$ cat src/include/eiq_regs.vh
// Constants for the event input qualifier and trip block
`ifndef EIQ_REGS_VH
`define EIQ_REGS_VH
`define EIQ_QUAL_W        8
`define EIQ_QUAL_MAX      8'h00_FF
`define EIQ_SAMPLES       6
`define EIQ_HIST_W        3
`define EIQ_DIV_W         9
`define EIQ_CLK_NS        8
`define EIQ_HS_PERIOD_NS  8
`define EIQ_SOC_HS_PER    32
`define EIQ_SOC_NS        (`EIQ_SOC_HS_PER * `EIQ_HS_PERIOD_NS)
`define EIQ_SOC_CYC       ((`EIQ_SOC_NS + `EIQ_CLK_NS - 1) / `EIQ_CLK_NS)
`define EIQ_SOC_CNT_W     8
`define EIQ_N_IN          20
`define EIQ_N_CTRIP       6
`define EIQ_N_TTRIP       4
`define EIQ_N_PWM         16
`define EIQ_IRQ_LAT       12
`endif

$ cat src/eiq_top.v
// Event input qualification, PWM trip and conversion-start strobes
// Function
// - Period field 0 bypasses; 0xFF spans 510.
// - Sample every 2n system clocks.
// - Six samples over five windows.
// - Level changes only when six agree; in bypass, when two agree.
// - Qualification time is five sampling periods.
// - Protect low tri-states its manager's PWM quickly.
// - Trip low tri-states related PWM outputs.
// - Interrupt edge fetches vector within bound.
// - After protect release, enable bit decides.
// - First conversion strobe low, 32 fast clocks.
// - Second conversion strobe low, 32 fast clocks.
`timescale 1ns/1ps
`include "eiq_regs.vh"
module eiq_top (
  // Clock and reset
  input  wire                    clk,
  input  wire                    resetn,
  // Qualification control
  input  wire [7:0]              qual_period_field,
  // Event inputs: [1:0] dir, [3:2] capture, [5:4] ext clk, [7:6] irq
  input  wire [1:0]              timer_dir_in,
  input  wire [1:0]              capture_in,
  input  wire [1:0]              timer_ext_clk_in,
  input  wire [1:0]              ext_irq_in,
  input  wire [1:0]              power_drive_protect_in,
  input  wire [5:0]              compare_trip_in,
  input  wire [3:0]              timer_compare_trip_in,
  // Output enables: bit 0 first manager, bit 1 second
  input  wire [1:0]              full_compare_out_enable,
  // Conversion requests, one-cycle pulses
  input  wire                    soc_req_first,
  input  wire                    soc_req_second,
  // Qualified levels
  output reg  [1:0]              timer_dir_q,
  output reg  [1:0]              capture_q,
  output reg  [1:0]              timer_ext_clk_q,
  // PWM drive enables: [5:0] first compare, [11:6] second, [15:12] timers
  output reg  [15:0]             pwm_oe,
  // Interrupt vector fetch request, one-cycle pulse per edge
  output reg  [1:0]              irq_fetch,
  // Conversion-start strobes, active low
  output reg                     ev_first_conv_start_out_n,
  output reg                     ev_second_conv_start_out_n
);
  reg  [8:0]  div_reg;
  reg         stb_reg;
  wire        bypass;
  wire [19:0] raw;
  wire [19:0] q;
  reg  [1:0]  irq_prev_reg;
  reg  [1:0]  pdp_hold_reg;
  reg  [7:0]  soc1_cnt_reg;
  reg  [7:0]  soc2_cnt_reg;
  reg  [15:0] pwm_oe_next;
  integer     k;
  integer     j;

  // Sampler step and strobe low-time reload value
  localparam [8:0]  ONE9     = 9'h001;
  localparam [31:0] SOC_LOAD = `EIQ_SOC_CYC - 1;

  // Clear or set every drive enable owned by one manager
  function [15:0] mgr_set;
    input [15:0] v;
    input        m;
    input        on;
    reg   [15:0] r;
    begin
      r = v;
      if (m) begin
        r[11:6]  = {6{on}};
        r[15:14] = {2{on}};
      end else begin
        r[5:0]   = {6{on}};
        r[13:12] = {2{on}};
      end
      mgr_set = r;
    end
  endfunction

  assign bypass = (qual_period_field == 8'h00);
  assign raw = {timer_compare_trip_in, compare_trip_in, power_drive_protect_in,
                ext_irq_in, timer_ext_clk_in, capture_in, timer_dir_in};

  // Sample strobe every 2n clocks, up to 510 at 0xFF
  always @(posedge clk or negedge resetn) begin
    if (!resetn) begin
      div_reg <= 9'h000;
      stb_reg <= 1'b0;
    end else if (bypass) begin
      div_reg <= 9'h000;
      stb_reg <= 1'b0;
    end else if (div_reg >= {qual_period_field, 1'b0} - ONE9) begin
      div_reg <= 9'h000;
      stb_reg <= 1'b1;
    end else begin
      div_reg <= div_reg + ONE9;
      stb_reg <= 1'b0;
    end
  end

  // One qualifier per event input
  genvar g;
  generate
    for (g = 0; g < `EIQ_N_IN; g = g + 1) begin : g_q
      eiq_qualifier u_q (
        .clk        (clk),
        .resetn     (resetn),
        .sample_stb (stb_reg),
        .bypass     (bypass),
        .pin_in     (raw[g]),
        .level_reg  (q[g])
      );
    end
  endgenerate

  // Qualified levels and interrupt edge pulses
  always @(posedge clk or negedge resetn) begin
    if (!resetn) begin
      timer_dir_q     <= 2'h3;
      capture_q       <= 2'h3;
      timer_ext_clk_q <= 2'h3;
      irq_prev_reg    <= 2'h3;
      irq_fetch       <= 2'h0;
    end else begin
      timer_dir_q     <= q[1:0];
      capture_q       <= q[3:2];
      timer_ext_clk_q <= q[5:4];
      irq_prev_reg    <= q[7:6];
      irq_fetch       <= q[7:6] ^ irq_prev_reg;
    end
  end

  // PWM enables: protect and trips drop drive; release waits on enable bit
  always @* begin
    pwm_oe_next = pwm_oe;
    // Enable bit restores drive unless a protect event is latched
    for (k = 0; k < 2; k = k + 1) begin
      if (!full_compare_out_enable[k])
        pwm_oe_next = mgr_set(pwm_oe_next, k[0], 1'b0);
      else if (!pdp_hold_reg[k])
        pwm_oe_next = mgr_set(pwm_oe_next, k[0], 1'b1);
    end
    // Compare trip k drops its output pair
    for (k = 0; k < `EIQ_N_CTRIP; k = k + 1) begin
      if (!q[10 + k])
        pwm_oe_next[2*k +: 2] = 2'h0;
    end
    // Timer trip k drops its own timer output
    for (k = 0; k < `EIQ_N_TTRIP; k = k + 1) begin
      if (!q[16 + k])
        pwm_oe_next[12 + k] = 1'b0;
    end
    // Protect drops every output of its manager
    for (k = 0; k < 2; k = k + 1) begin
      if (!q[8 + k])
        pwm_oe_next = mgr_set(pwm_oe_next, k[0], 1'b0);
    end
  end

  // Protect latch: cleared only by software disabling output enable
  always @(posedge clk or negedge resetn) begin
    if (!resetn) begin
      pdp_hold_reg <= 2'h0;
      pwm_oe       <= 16'h0000;
    end else begin
      // A new protect event wins over a clear in the same cycle
      for (j = 0; j < 2; j = j + 1) begin
        if (!q[8 + j])
          pdp_hold_reg[j] <= 1'b1;
        else if (!full_compare_out_enable[j])
          pdp_hold_reg[j] <= 1'b0;
      end
      pwm_oe <= pwm_oe_next;
    end
  end

  // Conversion-start strobes: low next edge, held for 32 fast clock periods
  always @(posedge clk or negedge resetn) begin
    if (!resetn) begin
      soc1_cnt_reg               <= 8'h00;
      soc2_cnt_reg               <= 8'h00;
      ev_first_conv_start_out_n  <= 1'b1;
      ev_second_conv_start_out_n <= 1'b1;
    end else begin
      if (soc_req_first) begin
        soc1_cnt_reg              <= SOC_LOAD[7:0];
        ev_first_conv_start_out_n <= 1'b0;
      end else if (soc1_cnt_reg != 8'h00) begin
        soc1_cnt_reg <= soc1_cnt_reg - 8'h01;
      end else begin
        ev_first_conv_start_out_n <= 1'b1;
      end
      if (soc_req_second) begin
        soc2_cnt_reg               <= SOC_LOAD[7:0];
        ev_second_conv_start_out_n <= 1'b0;
      end else if (soc2_cnt_reg != 8'h00) begin
        soc2_cnt_reg <= soc2_cnt_reg - 8'h01;
      end else begin
        ev_second_conv_start_out_n <= 1'b1;
      end
    end
  end
endmodule

$ cat src/eiq_qualifier.v
// Per-input three-flop synchroniser and six-sample level qualifier
`timescale 1ns/1ps
module eiq_qualifier (
  // Clock and reset
  input  wire       clk,
  input  wire       resetn,
  // Sample strobe and bypass
  input  wire       sample_stb,
  input  wire       bypass,
  // Raw pin and qualified level
  input  wire       pin_in,
  output reg        level_reg
);
  reg       s1_reg;
  reg       s2_reg;
  reg       s3_reg;
  reg [4:0] hist_reg;
  wire      stable;

  // Pin enters through three flops; in bypass a change counts once the last two agree
  always @(posedge clk or negedge resetn) begin
    if (!resetn) begin
      s1_reg <= 1'b1;
      s2_reg <= 1'b1;
      s3_reg <= 1'b1;
    end else begin
      s1_reg <= pin_in;
      s2_reg <= s1_reg;
      s3_reg <= s2_reg;
    end
  end

  // Five stored samples plus the current one make six
  assign stable = (s2_reg == s3_reg) &&
                  (hist_reg == {5{s3_reg}});

  always @(posedge clk or negedge resetn) begin
    if (!resetn) begin
      hist_reg  <= 5'h1F;
      level_reg <= 1'b1;
    end else if (bypass) begin
      hist_reg  <= {5{s3_reg}};
      if (s2_reg == s3_reg)
        level_reg <= s3_reg;
    end else if (sample_stb) begin
      hist_reg <= {hist_reg[3:0], s3_reg};
      if (stable)
        level_reg <= s3_reg;
    end
  end
endmodule

$ cat config.mk
export PLATFORM = sky130hd
export DESIGN_NAME = eiq_top
export DESIGN_NICKNAME = d
export VERILOG_FILES = /design/src/eiq_top.v /design/src/eiq_qualifier.v
export VERILOG_INCLUDE_DIRS = /design/src /design/src/include
export SDC_FILE = /design/constraint.sdc
export NUM_CORES = 1
export LEC_CHECK = 0
export BUFFER_PORTS_ARGS = -buffer_cell sky130_fd_sc_hd__buf_2
export CAP_MARGIN = 20
export CORE_MARGIN = 1
export CORE_UTILIZATION = 50
export CTS_CLUSTER_DIAMETER = 30
export DETAILED_ROUTE_END_ITERATION = 10
export GPL_TIMING_DRIVEN = 0
export PLACE_DENSITY = 0.67
export SYNTH_ARGS = -nofsm -noshare
export SYNTH_HDL_FRONTEND = slang
export SYNTH_HIERARCHICAL = 1
export SYNTH_SLANG_ARGS = --single-unit
$ cat constraint.sdc
create_clock -name clk -period 6.76 [get_ports clk]
set_clock_uncertainty 0.2 [all_clocks]
set_input_delay 0.676 -clock clk [delete_from_list [all_inputs] [get_ports clk]]
set_output_delay 0.676 -clock clk [all_outputs]
set_load 0.01 [all_outputs]
## Yosys cells after proc, flatten, opt, wreduce, memory -nomap -nowiden

Cells that the tools add are included.

- Flip-flop bits (word level): 236
- Latch bits: 0
- Bits in writable memories: 0
- ROM bits: 0
- Input port bits: 34
- Output and inout port bits: 26
- Logic and storage cells: 402
- Memories: 0

- $add $sub $neg: 4
- $mul: 0
- Divide/modulo/power cells: 0
- Magnitude comparators: 1
- Equal/unequal tests: 64
- Shifts and indexed selects: 0
- Muxes and demuxes: 152
- Bitwise logic cells: 1
- Reductions and logical operators: 66

Operators with widths:

| operator | count |
|---|---|
| $mux W5 | 40 |
| $eq A5 B5 Y1 | 20 |
| $mux W1 | 94 |
| $reduce_and A3 Y1 | 20 |
| $mux W16 | 3 |
| $reduce_bool A2 Y1 | 23 |
| $mux W14 | 3 |
| $ne A2 B1 Y1 const B | 20 |
| $mux W8 | 4 |
| $eq A1 B1 Y1 | 20 |
| $logic_and A1 B1 Y1 | 20 |
| $mux W9 | 2 |
| $reduce_bool A8 Y1 | 2 |
| $sub A8 B1 Y8 const B | 2 |
| $mux W2 | 6 |
| $add A9 B1 Y9 const B | 1 |
| $ge A9 B9 Y1 | 1 |
| $sub A9 B1 Y9 const B | 1 |
| $logic_not A8 Y1 | 1 |
| $ne A2 B2 Y1 const B | 4 |
| $xor A2 B2 Y2 | 1 |

## Logic depth before layout (Yosys ltp)

Gate-level depths: netlist (run 1).

- Depth after elaboration: 7
- Mapped depth: 9
- Depth with buffers taken out: 9

## Modules after synthesis

The synthesis (run 1) kept the hierarchy.

Modules (own cells, without submodules):

| module | times used | cells each | area each (um^2) | sequential area each (um^2) |
|---|---|---|---|---|
| eiq_qualifier (g_q[10].u_q ...) | 19 | 34 | 391.6 | 236.5 |
| eiq_top | 1 | 237 | 2469.9 | 1263.7 |
| eiq_qualifier (g_q[0].u_q) | 1 | 34 | 390.4 | 236.5 |

## Worst setup path before layout (run 1)

No wires, ideal clock.

- Path type: input port to flip-flop
- From: in qual_period_field[3]
- To: reg g_q[0].u_q.level_reg
- Library setup time: 0.089 ns
- Data arrival time: 3.168 ns
- Data required time: 6.471 ns
- Path slack: 3.304 ns
- Stages on the path: 6
- Path buffers: 1
- Cells stage by stage: nor2_1 -> nand2_1 -> nor4b_1 -> buf_2 -> a21oi_1 -> a221oi_2

- Cells in the longest elaborated chain, start to end: 3
- Elaborated cells between the ends (all ways): 6
- Those cells by class: eq/ne (1); mux (1); reduce/logical (4)

RTL lines:

| what | line | source |
|---|---|---|
| from (decl) | eiq_top.v:21 | `input wire [7:0] qual_period_field,` |
| $logic_not A8 Y1 * | eiq_top.v:83 | `assign bypass = (qual_period_field == 8'h00);` |
| named net bypass | eiq_top.v:49 | `wire bypass;` |
| $ne A2 B1 Y1 (no source line) or $reduce_bool A2 Y1 (tied branches) | -- |  |
| $reduce_and A3 Y1 (no source line) | -- |  |
| to (signal assigned) | eiq_qualifier.v:44 | `level_reg <= s3_reg;` |
| to (signal assigned) | eiq_qualifier.v:48 | `level_reg <= s3_reg;` |
| to (decl) | eiq_qualifier.v:12 | `output reg level_reg` |

The timed path passes the listed nets; every way through them passes the cells marked *.
A chain may end at the register's enable or synchronous reset.

## Final worst setup path (run 1)

- From: in qual_period_field[3]
- To: reg g_q[6].u_q.hist_reg[1]

- Cells in the longest elaborated chain, start to end: 2
- Elaborated cells between the ends (all ways): 3
- Those cells by class: mux (1); reduce/logical (2)

RTL lines:

| what | line | source |
|---|---|---|
| $logic_not A8 Y1 * | eiq_top.v:83 |  |
| named net bypass | eiq_top.v:49 |  |
| $mux W5 or $reduce_bool A2 Y1 (tied branches) | -- |  |
| to (signal assigned) | eiq_qualifier.v:42 | `hist_reg <= {5{s3_reg}};` |
| to (signal assigned) | eiq_qualifier.v:46 | `hist_reg <= {hist_reg[3:0], s3_reg};` |
| to (decl) | eiq_qualifier.v:17 | `reg [4:0] hist_reg;` |

Marked as above.

==> flow_summary_export.csv, run 1 <==
group,metric,value,unit
run_status,status,"finished clean",
worst_hold_path,holdPathStages,1,
layout,final_util,62.9,%
floorplanning,rows,52,
timing,min_period,2.68,ns
clock_network,cts_sinks,230,
floorplanning,initial_core_util,50.9,%
drt,vias,7131,
worst_setup_path,rr_endpoint,"g_q[19].u_q/level_reg",
worst_setup_path,r2r-start,"stb_reg",
clock_network,postCtsSetupBuffers,0,
placed_design,post_dp_cell_area,0.0110,sq mm
worst_setup_path,path_class,"in2reg",
pwr,ir_worst_vdd,0.287,mV
timing,final_max_slew_viol_count,0,
placed_design,post-place-cells,1247,
logic_synthesis,seq_area_frac_synth,58.2,%
logic_synthesis,synth_area,0.0103,sq mm
drt,wl_per_cell,13.7,um
timing,max_freq,0.373,GHz
logic_synthesis,synth_fp_nets,966,
floorplanning,fp.dieArea,0.0212,sq mm
timing,period_share,39.7,%
timing,final-setup-viol-count,0,
layout,fillers,1561,
clock_network,cts_tree,"built",
timing,worst_pin_slew,0.900,ns
global_route,grt_pass1_wl,32.5,mm
worst_setup_path,reg2reg_slack,4.55,ns
floorplanning,die_x,146,um
global_route,grtUsageTotal,18.1,%
worst_hold_path,hold_path.class,"in2reg",
clock_network,cts_hold_buffers,0,
timing,slew_headroom,40.0,%
pwr,power_leakage,5.01,nW
clock_network,path_clk_slew,0.05,ns
clock_network,cts-root-buf,"clkbuf_16",
drt,drt_wl_total,18.3,mm
placed_design,gp_congestion,0.788,
timing,fin_setup_tns,0,ns
worst_setup_path,start_kind,"primary input",
global_route,grt_max_degree,129,
pwr,power.density,429,mW/mm^2
placed_design,io_buffers,57,
worst_setup_path,crit_required,6.98,ns
floorplanning,ioPinCount,60,
worst_setup_path,r2r_cells,4,
drt,ant_nets,0,
clock_network,cts_made_buffers,49,
floorplanning,die_y,146,um
global_route,grt_pass1_vias,7174,
timing,rsz0062_at_grt,"false",
logic_synthesis,ys_seq_elements,230,
worst_setup_path,cp_max_fo,115,
global_route,grt-ovfl-total,0,
layout,design_area,0.0127,sq mm
logic_synthesis,syn_area_per_cell,11.2,sq um
layout,fin_nets,1077,
flow_run,maxCapViolCount,0,
drt,firstDrtPassIters,4,
logic_synthesis,yosysWarnings,6,
clock_network,ctsResizeCount,0,
layout,layout-drive-gt1-share,41.4,%
clock_network,cts_max_path_buffers,3,
layout,syn_to_final_growth,23.6,%
layout,stdcell_count,1335,
global_route,antenna_found_initial,0,
worst_hold_path,holdPathEnd,"g_q[18].u_q/s1_reg",
drt,remaining_drc_errors,0,
logic_synthesis,synth.distinct_cells,43,
layout,diodes,0,
worst_setup_path,critPathCaptureType,"register",
worst_hold_path,min_from,"timer_compare_trip_in[2]",
clock_network,clock_latency,0.51,ns
pwr,p_total,5.47,mW
floorplanning,core_area,0.0202,sq mm
clock_network,h-tree-depth,2,
placed_design,hpwl,11.0,mm
worst_setup_path,arrival,2.90,ns
timing,hold_viol_final,0,
logic_synthesis,synth_cells,917,
drt,drt_iter0_drc,270,
drt,viasPerCell,5.34,
layout,largest_reg_flops,100,
## metal layers
layer,vias to the layer above,routed length (um),global-route usage (%)
met5,-,0,0
met4,0,376,6.42
met3,41,726,3.61
met2,114,8450,29.9
met1,3467,8740,23.8
li1,3509,-,-
## critical path: stages
cell,delay [ns]
buf_2,0.12
nor2_1,0.15
nand2_1,0.10
nor4b_1,0.50
buf_6,0.44
buf_16,0.40
nor2b_1,0.35
nor2_1,0.09
## worst max-delay path by stage
| stage | from | slack (ns) | to | cells after the start |
|---|---|---|---|---|
| 4_1_cts | qual_period_field[3] | 4.11 | g_q[7].u_q/level_reg | 8 |
| 6_report | qual_period_field[3] | 4.08 | g_q[6].u_q/hist_reg[1] | 8 |
| 2_1_floorplan | qual_period_field[3] | 3.30 | g_q[0].u_q/level_reg | 6 |
| 5_1_grt | qual_period_field[3] | 3.85 | g_q[6].u_q/hist_reg[2] | 8 |
| 3_3_place_gp | resetn | 1.0 | irq_fetch[0] | 1 |
| 3_5_place_dp | qual_period_field[3] | 3.56 | g_q[18].u_q/hist_reg[1] | 8 |
## cells by family (layout without fill, tap and decap cells)
group | Yosys count | after routing | share of synthesized area [%]
and+or+nand+nor | 399 | 399 | 21.1
DFF | 230 | 230 | 58.2
AOI/OAI and AO/OA | 186 | 186 | 12.8
buffers and inverters | 44 | 192 | 1.83
muxes | 24 | 24 | 2.58
xor gates and xnor gates | 19 | 19 | 1.62
adders and majority gates | 15 | 15 | 1.82
## cell type report
cell class / count / area [sq um] / area share (%)
repair buffers: 60 / 378 / 2.97
plain buffers: 9 / 63.8 / 0.501
flip-flops and latches: 230 / 6000 / 47.1
inverters: 35 / 131 / 1.03
clock buffers: 65 / 1350 / 10.6
clock inverters: 23 / 357 / 2.80
multi-input cells: 643 / 4120 / 32.4
well taps: 270 / 338 / 2.65
## report_power, final
part | internal (mW) | switching (mW)
Combinational | 0.428 | 0.400
Sequential | 1.91 | 0.311
Clock | 1.72 | 0.692
## stage by stage
step / setup WS [ns] / hold WS [ns]
after floorplan: 3.30 / 0.145
after global placement: 0.998 / 0.146
after detailed placement: 3.56 / 0.147
after CTS: 4.11 / 0.0424
after global routing: 3.85 / 0.0411
final: 4.08 / 0.0620
## placed cells by master, fill, tap and decap left out, drive strengths merged, types with 2 or more instances in the layout
cell type / count
nor3: 14
and3: 6
dfstp: 190
dfrtp: 40
mux2i: 4
nand2b: 30
buf: 69
a221oi: 20
nand3: 24
clkinvlp: 5
and3b: 2
and2: 44
clkbuf: 65
nor3b: 2
and2b: 19
a211oi: 60
nor2b: 23
nand2: 66
o21ai: 3
or3: 23
inv: 35
nor2: 98
a21oi: 94
ha: 15
xnor2: 14
clkinv: 9
xor2: 5
a211o: 3
nor4b: 2
nor4: 43
mux2: 20
bufinv: 9
## Yosys cell counts
cell type    n  area share [%]
and2_1       3            0.18
o221ai_2     1            0.15
nor4_1      42             2.6
nand3_1     24             1.2
and2_2      41             3.0
mux2_2      20             2.2
a22oi_1      1           0.073
nor3_1      14            0.68
a2111oi_2    1            0.15
and2b_2     19             1.6
nand3b_1     1           0.073
nor4_4       1            0.21
a21o_1       1           0.073
o31ai_1      1           0.073
dfrtp_1     40             9.7
xnor2_1     14             1.2
or3_1       23             1.4
nor2b_1     23             1.4
nor4b_2      1            0.15
a211o_1      3            0.26
ha_1        15             1.8
o21ai_0      3            0.15
a21oi_1     94             4.6
mux2i_1      4            0.39
a211oi_1    60             4.4
buf_1        2           0.073
and3b_1      1           0.085
nor2_1      98             3.6
nor4b_1      1           0.085
buf_2        1           0.049
inv_1       35             1.3
nand2b_1    30             1.8
a21boi_0     1           0.073
xor2_1       5            0.43
and3b_4      1            0.12
dfstp_2    190              48
a221oi_2    20             2.9
or2_1        1           0.061
nor3b_1      2            0.15
buf_4        6            0.44
or4_1        1           0.073
nand2_1     66             2.4
and3_1       6            0.36
Note: power is estimated with default switching activity, not from simulation.
==> run 2, diff against run 1 <==
--- a/config.mk
+++ b/config.mk
@@ -6,6 +6,7 @@
 export SDC_FILE = /design/constraint.sdc
 export NUM_CORES = 1
 export LEC_CHECK = 0
+export ABC_AREA = 1
 export BUFFER_PORTS_ARGS = -buffer_cell sky130_fd_sc_hd__buf_2
 export CAP_MARGIN = 20
 export CORE_MARGIN = 1
==> constraint.sdc (replaced) <==
create_clock -name clk -period 2.7 [get_ports clk]
set_clock_uncertainty 0.2 [all_clocks]
set_input_delay 0.27 -clock clk [delete_from_list [all_inputs] [get_ports clk]]
set_output_delay 0.27 -clock clk [all_outputs]
set_load 0.01 [all_outputs]
==> flow_summary_export.csv, run 2 <==
group,metric,value,unit
floorplanning,die_y,147,um
floorplanning,ioPinCount,60,
worst_setup_path,critPathCaptureType,"register",
layout,fin_nets,1329,
layout,final_util,64.9,%
worst_setup_path,start_kind,"primary input",
layout,syn_to_final_growth,26.0,%
clock_network,cts_sinks,230,
timing,fin_setup_tns,0,ns
worst_setup_path,slowest_delay,0.44,ns
worst_hold_path,hold_path.class,"in2reg",
timing,worst_pin_slew,0.667,ns
global_route,antenna_found_initial,0,
logic_synthesis,ys_seq_elements,230,
timing,final_max_slew_viol_count,0,
drt,firstDrtPassIters,5,
timing,period_share,80.5,%
drt,drt_wl_total,18.5,mm
logic_synthesis,async_flop_share,100,%
logic_synthesis,seq_area_frac_synth,57.2,%
global_route,grt_max_degree,126,
layout,mostFrequentLayoutCells,"310 x nand2_1, 197 x nand3_1, 190 x dfstp_2",
logic_synthesis,synth_cells,1139,
global_route,grt_pass1_wl,33.2,mm
logic_synthesis,synth_area,0.0105,sq mm
timing,max_freq,0.460,GHz
clock_network,cts_made_buffers,50,
clock_network,cts-root-buf,"clkbuf_16",
timing,min_period,2.17,ns
logic_synthesis,synth.area.top_cells,"dfstp_2 48%, nand2_1 11%, dfrtp_1 9.5%",
placed_design,gp_congestion,0.795,
drt,drt_iter0_drc,360,
worst_setup_path,r2r_cells,3,
global_route,grt_pass1_vias,7610,
floorplanning,rows,52,
worst_setup_path,reg2reg_slack,0.75,ns
layout,diodes,0,
clock_network,h-tree-depth,2,
timing,slew_headroom,55.5,%
clock_network,cts_tree,"built",
worst_hold_path,holdPathStages,5,
worst_setup_path,path_class,"in2reg",
worst_setup_path,cp_max_fo,36,
timing,final-setup-viol-count,0,
worst_setup_path,crit_family,"buffers and inverters",
worst_setup_path,worst_path_max_delay_cell,"clkinvlp_4",
clock_network,clock_latency,0.53,ns
logic_synthesis,synth-compound-area-share,4.15,%
clock_network,path_clk_slew,0.05,ns
layout,layout-drive-gt1-share,31.1,%
drt,remaining_drc_errors,0,
drt,ant_nets,0,
logic_synthesis,synth_top_cell_by_area,"dfstp_2",
pwr,ir_worst_vdd,0.622,mV
pwr,power_leakage,6.13,nW
floorplanning,fp.dieArea,0.0216,sq mm
worst_setup_path,crit_required,2.95,ns
logic_synthesis,synth_top_area_share,47.6,%
placed_design,hpwl,11.5,mm
worst_hold_path,min_from,"qual_period_field[7]",
worst_setup_path,crit_top_cell,"buf_12",
logic_synthesis,syn_area_per_cell,9.21,sq um
clock_network,cts_max_path_buffers,3,
worst_setup_path,r2r-start,"stb_reg",
clock_network,ctsResizeCount,0,
pwr,power.density,1020,mW/mm^2
logic_synthesis,synth_edf_count,0,
drt,viasPerCell,4.90,
floorplanning,initial_core_util,51.5,%
worst_hold_path,holdPathEnd,"div_reg[5]",
layout,largest_reg_flops,100,
logic_synthesis,synth.most_common_cell,"nand2_1",
logic_synthesis,ys.flop_type,"dfstp_2",
logic_synthesis,synth_top_family_by_area,"simple AND/OR/NAND/NOR gates",
logic_synthesis,synth_fp_nets,1188,
logic_synthesis,yosys.area_share.adder,1.79,%
floorplanning,core_area,0.0204,sq mm
placed_design,io_buffers,59,
worst_setup_path,arrival,2.42,ns
layout,layout_commonest_cell,"nand2_1",
logic_synthesis,synth.distinct_cells,29,
worst_setup_path,path_cells,"buf_2 -> inv_12 -> ha_4 -> nor3b_2 -> nand2_2 -> clkinvlp_4 -> buf_12 -> buf_12 -> nor2_4 -> mux2_4",
logic_synthesis,synthMuxAreaShare,2.86,%
clock_network,postCtsSetupBuffers,0,
logic_synthesis,yosysWarnings,6,
global_route,grtUsageTotal,18.3,%
clock_network,cts_hold_buffers,25,
global_route,grt-ovfl-total,0,
floorplanning,die_x,147,um
run_status,status,"finished clean",
worst_setup_path,rr_endpoint,"g_q[11].u_q/hist_reg[0]",
logic_synthesis,synthSimpleGateAreaFrac,28.7,%
logic_synthesis,yosys-top-cells-count,"310 x nand2_1, 197 x nand3_1, 190 x dfstp_2",
worst_setup_path,cp_num_buf_inv,5,
drt,wl_per_cell,11.6,um
pwr,p_total,13.5,mW
timing,hold_viol_final,0,
logic_synthesis,synth-xor-area-share,1.09,%
flow_run,maxCapViolCount,0,
drt,vias,7798,
timing,rsz0062_at_grt,"false",
## run 2: how the worst max path moves through the flow
| stage | from | to | cells past startpoint |
|---|---|---|---|
| after floorplan | qual_period_field[1] | g_q[0].u_q/hist_reg[0] | 7 |
| after global placement | resetn | stb_reg | 1 |
| after detailed placement | qual_period_field[1] | g_q[3].u_q/hist_reg[0] | 10 |
| after CTS | qual_period_field[1] | g_q[11].u_q/hist_reg[0] | 10 |
| after global routing | qual_period_field[1] | g_q[3].u_q/level_reg | 14 |
| final | qual_period_field[1] | g_q[15].u_q/hist_reg[0] | 10 |
## run 2: worst reg2reg max path: stages (launching register included)
cell	delay [ns]
dfrtp_4	0.85
buf_16	0.35
nor2_4	0.16
mux2_4	0.31
## run 2: area by class of cell
| type | count | area (sq um) |
|---|---|---|
| multi-input combinational | 795 | 4060 |
| fill | 1602 | 7160 |
| buffer | 6 | 45.0 |
| clock inverter | 24 | 219 |
| sequential | 230 | 6000 |
| inverter | 108 | 429 |
| tap | 270 | 338 |
| timing repair buffer | 89 | 678 |
| clock buffer | 69 | 1440 |
## run 2: metal layers
metal	part of all wire (%)	GRT usage [%]	vias to the layer above
met4	1.6	7.08	0
met5	0	0	-
met1	47	23.9	3675
met3	3.9	3.57	29
met2	48	30.0	118
li1	-	-	3976
## run 2: power breakdown
part / internal, mW / switching, mW
registers: 4.74 / 0.793
clock network: 3.91 / 1.84
logic: 1.06 / 1.13
total: 9.70 / 3.76
## run 2: cells by family after synthesis
family,count (synthesis)
buffers and inverters,114
muxes,20
AOI/OAI and AO/OA,75
xor gates and xnor gates,13
and+or+nand+nor,672
DFF,230
adders and majority gates,15
## run 2: through the flow
stage / hold slack [ns] / setup WS [ns] / instance area [sq um] / instances
after floorplan: -0.226 / -0.121 / 10500 / 1139
after global placement: 0.146 / -3.08 / 11200 / 1468
after detailed placement: 0.147 / -0.0250 / 11300 / 1473
after CTS: 0.127 / 0.525 / 13200 / 1591
after global routing: 0.156 / 0.402 / 13200 / 1591
final: 0.129 / 0.527 / 13200 / 1591
==> run 3, diff against run 2 <==
==> constraint.sdc (replaced) <==
create_clock -name clk -period 2.2 [get_ports clk]
set_clock_uncertainty 0.2 [all_clocks]
set_input_delay 0.22 -clock clk [delete_from_list [all_inputs] [get_ports clk]]
set_output_delay 0.22 -clock clk [all_outputs]
set_load 0.01 [all_outputs]
==> flow_summary_export.csv, run 3 (same netlist as run 2, synthesis figures left out) <==
group,metric,value,unit
run_status,status,"finished clean",
drt,drt_iter0_drc,414,
layout,syn_to_final_growth,25.9,%
floorplanning,core_area,0.0204,sq mm
drt,firstDrtPassIters,5,
worst_setup_path,crit_required,2.44,ns
placed_design,io_buffers,59,
drt,viasPerCell,4.99,
worst_setup_path,critPathCaptureType,"register",
global_route,grt_pass1_vias,7722,
pwr,power_leakage,6.15,nW
clock_network,h-tree-depth,2,
clock_network,cts_tree,"built",
timing,min_period,1.95,ns
floorplanning,initial_core_util,51.5,%
floorplanning,die_y,147,um
floorplanning,die_x,147,um
worst_setup_path,cp_max_fo,55,
worst_setup_path,arrival,2.19,ns
clock_network,path_clk_slew,0.05,ns
timing,slew_headroom,53.6,%
drt,remaining_drc_errors,0,
floorplanning,fp.dieArea,0.0216,sq mm
layout,layout_commonest_cell,"nand2_1",
timing,rsz0062_at_grt,"false",
layout,mostFrequentLayoutCells,"310 x nand2_1, 197 x nand3_1, 190 x dfstp_2",
worst_setup_path,path_class,"reg2reg",
layout,fin_nets,1330,
global_route,grtUsageTotal,18.5,%
timing,final-setup-viol-count,0,
layout,design_area,0.0132,sq mm
timing,hold_ws,0.0322,ns
timing,worst_pin_slew,0.697,ns
drt,vias,7917,
floorplanning,ioPinCount,60,
clock_network,cts_made_buffers,48,
clock_network,cts-root-buf,"clkbuf_16",
timing,hold_viol_final,0,
timing,period_share,88.7,%
clock_network,cts_sinks,230,
flow_run,maxCapViolCount,0,
clock_network,cts_max_path_buffers,3,
drt,wl_per_cell,12.1,um
placed_design,gp_congestion,0.812,
worst_hold_path,hold_path.class,"in2async",
clock_network,clock_latency,0.52,ns
worst_setup_path,start_kind,"register",
global_route,grt-ovfl-total,0,
global_route,antenna_found_initial,0,
drt,ant_nets,0,
global_route,grt_max_degree,89,
timing,final_max_slew_viol_count,0,
floorplanning,rows,52,
layout,largest_reg_flops,100,
drt,drt_wl_total,19.2,mm
placed_design,post_dp_cell_area,0.0113,sq mm
timing,max_freq,0.513,GHz
layout,layout-drive-gt1-share,31.0,%
pwr,ir_worst_vdd,1.26,mV
global_route,grt_pass1_wl,33.8,mm
placed_design,hpwl,11.8,mm
pwr,power.density,1260,mW/mm^2
layout,diodes,0,
==> run 3: cell count changes in the layout (fill, tap and decap cells not counted) <==
cell	delta
clkbuf_16	-2
clkbuf_8	-5
clkinv_4	+3
clkinv_2	+3
bufinv_16	+4
clkinvlp_2	+1
inv_6	-2
clkinvlp_4	-7
buf_4	+2
==> run 3: path summary, 6_finish.rpt <==
| path | start | end | slack [ns] | cells after the start |
|---|---|---|---|---|
| max | stb_reg | g_q[6].u_q/hist_reg[0] | 0.25 | 3 |
| min | resetn | pwm_oe[13] | 0.03 | 2 |
| max reg2reg | stb_reg | g_q[6].u_q/hist_reg[0] | 0.25 | 3 |
| min reg2reg | g_q[5].u_q/s1_reg | g_q[5].u_q/s2_reg | 0.15 | 0 |
| max in group asynchronous | resetn | g_q[3].u_q/hist_reg[1] | 0.97 | 3 |
| min in group clk | ext_irq_in[1] | g_q[7].u_q/s1_reg | 0.14 | 2 |
==> run 3: critical path: stages, from the launching register on <==
cell	delay, ns
dfrtp_4	0.85
buf_16	0.35
nor2_4	0.11
mux2_4	0.30
==> run 3: final cells by class <==
| class | count | area, sq um |
|---|---|---|
| flip-flops and latches | 230 | 6000 |
| multi-input cells | 795 | 4060 |
| plain buffers | 6 | 45.0 |
| inverters | 108 | 429 |
| clock inverters | 25 | 310 |
| repair inverters | 1 | 5.00 |
| clock buffers | 62 | 1320 |
| repair buffers | 91 | 693 |
| well taps | 270 | 338 |
| fillers | 1642 | 7160 |
==> run 3: layer usage <==
layer  vias to the layer above  wire, um  GRT usage, %
li1                       3980         -             -
met1                      3752      8760          23.5
met2                       143      9270          31.1
met3                        42       747          3.60
met4                         0       468          7.50
met5                         -         0             0
==> run 3: power by group <==
part           total (mW)  internal, mW  switching, mW
clock network        7.09          4.91           2.18
registers            6.80          5.81          0.982
logic                2.70          1.30           1.41
==> run 3: metrics by stage <==
step	setup WS, ns	power [mW]	instances	utilization [%]	setup TNS (ns)
after global placement	-3.51	9.38	1468	54.8	-618.77
after CTS	0.0346	16.8	1585	64.7	0
after global routing	0.119	17.6	1588	64.8	0
after floorplan	-0.571	8.71	1139	-	-52.89
after detailed placement	-0.523	9.50	1473	55.5	-39.74
final	0.249	16.6	1588	64.8	0
==> run 3: timing repair <==
action | 4_1_cts | 5_1_grt
setup buffers | 0 | 2
endpoints found under the setup margin | 0 | 28
hold buffers | 25 | 0
resized for setup | 0 | 0
hold endpoints to repair | 131 | 0
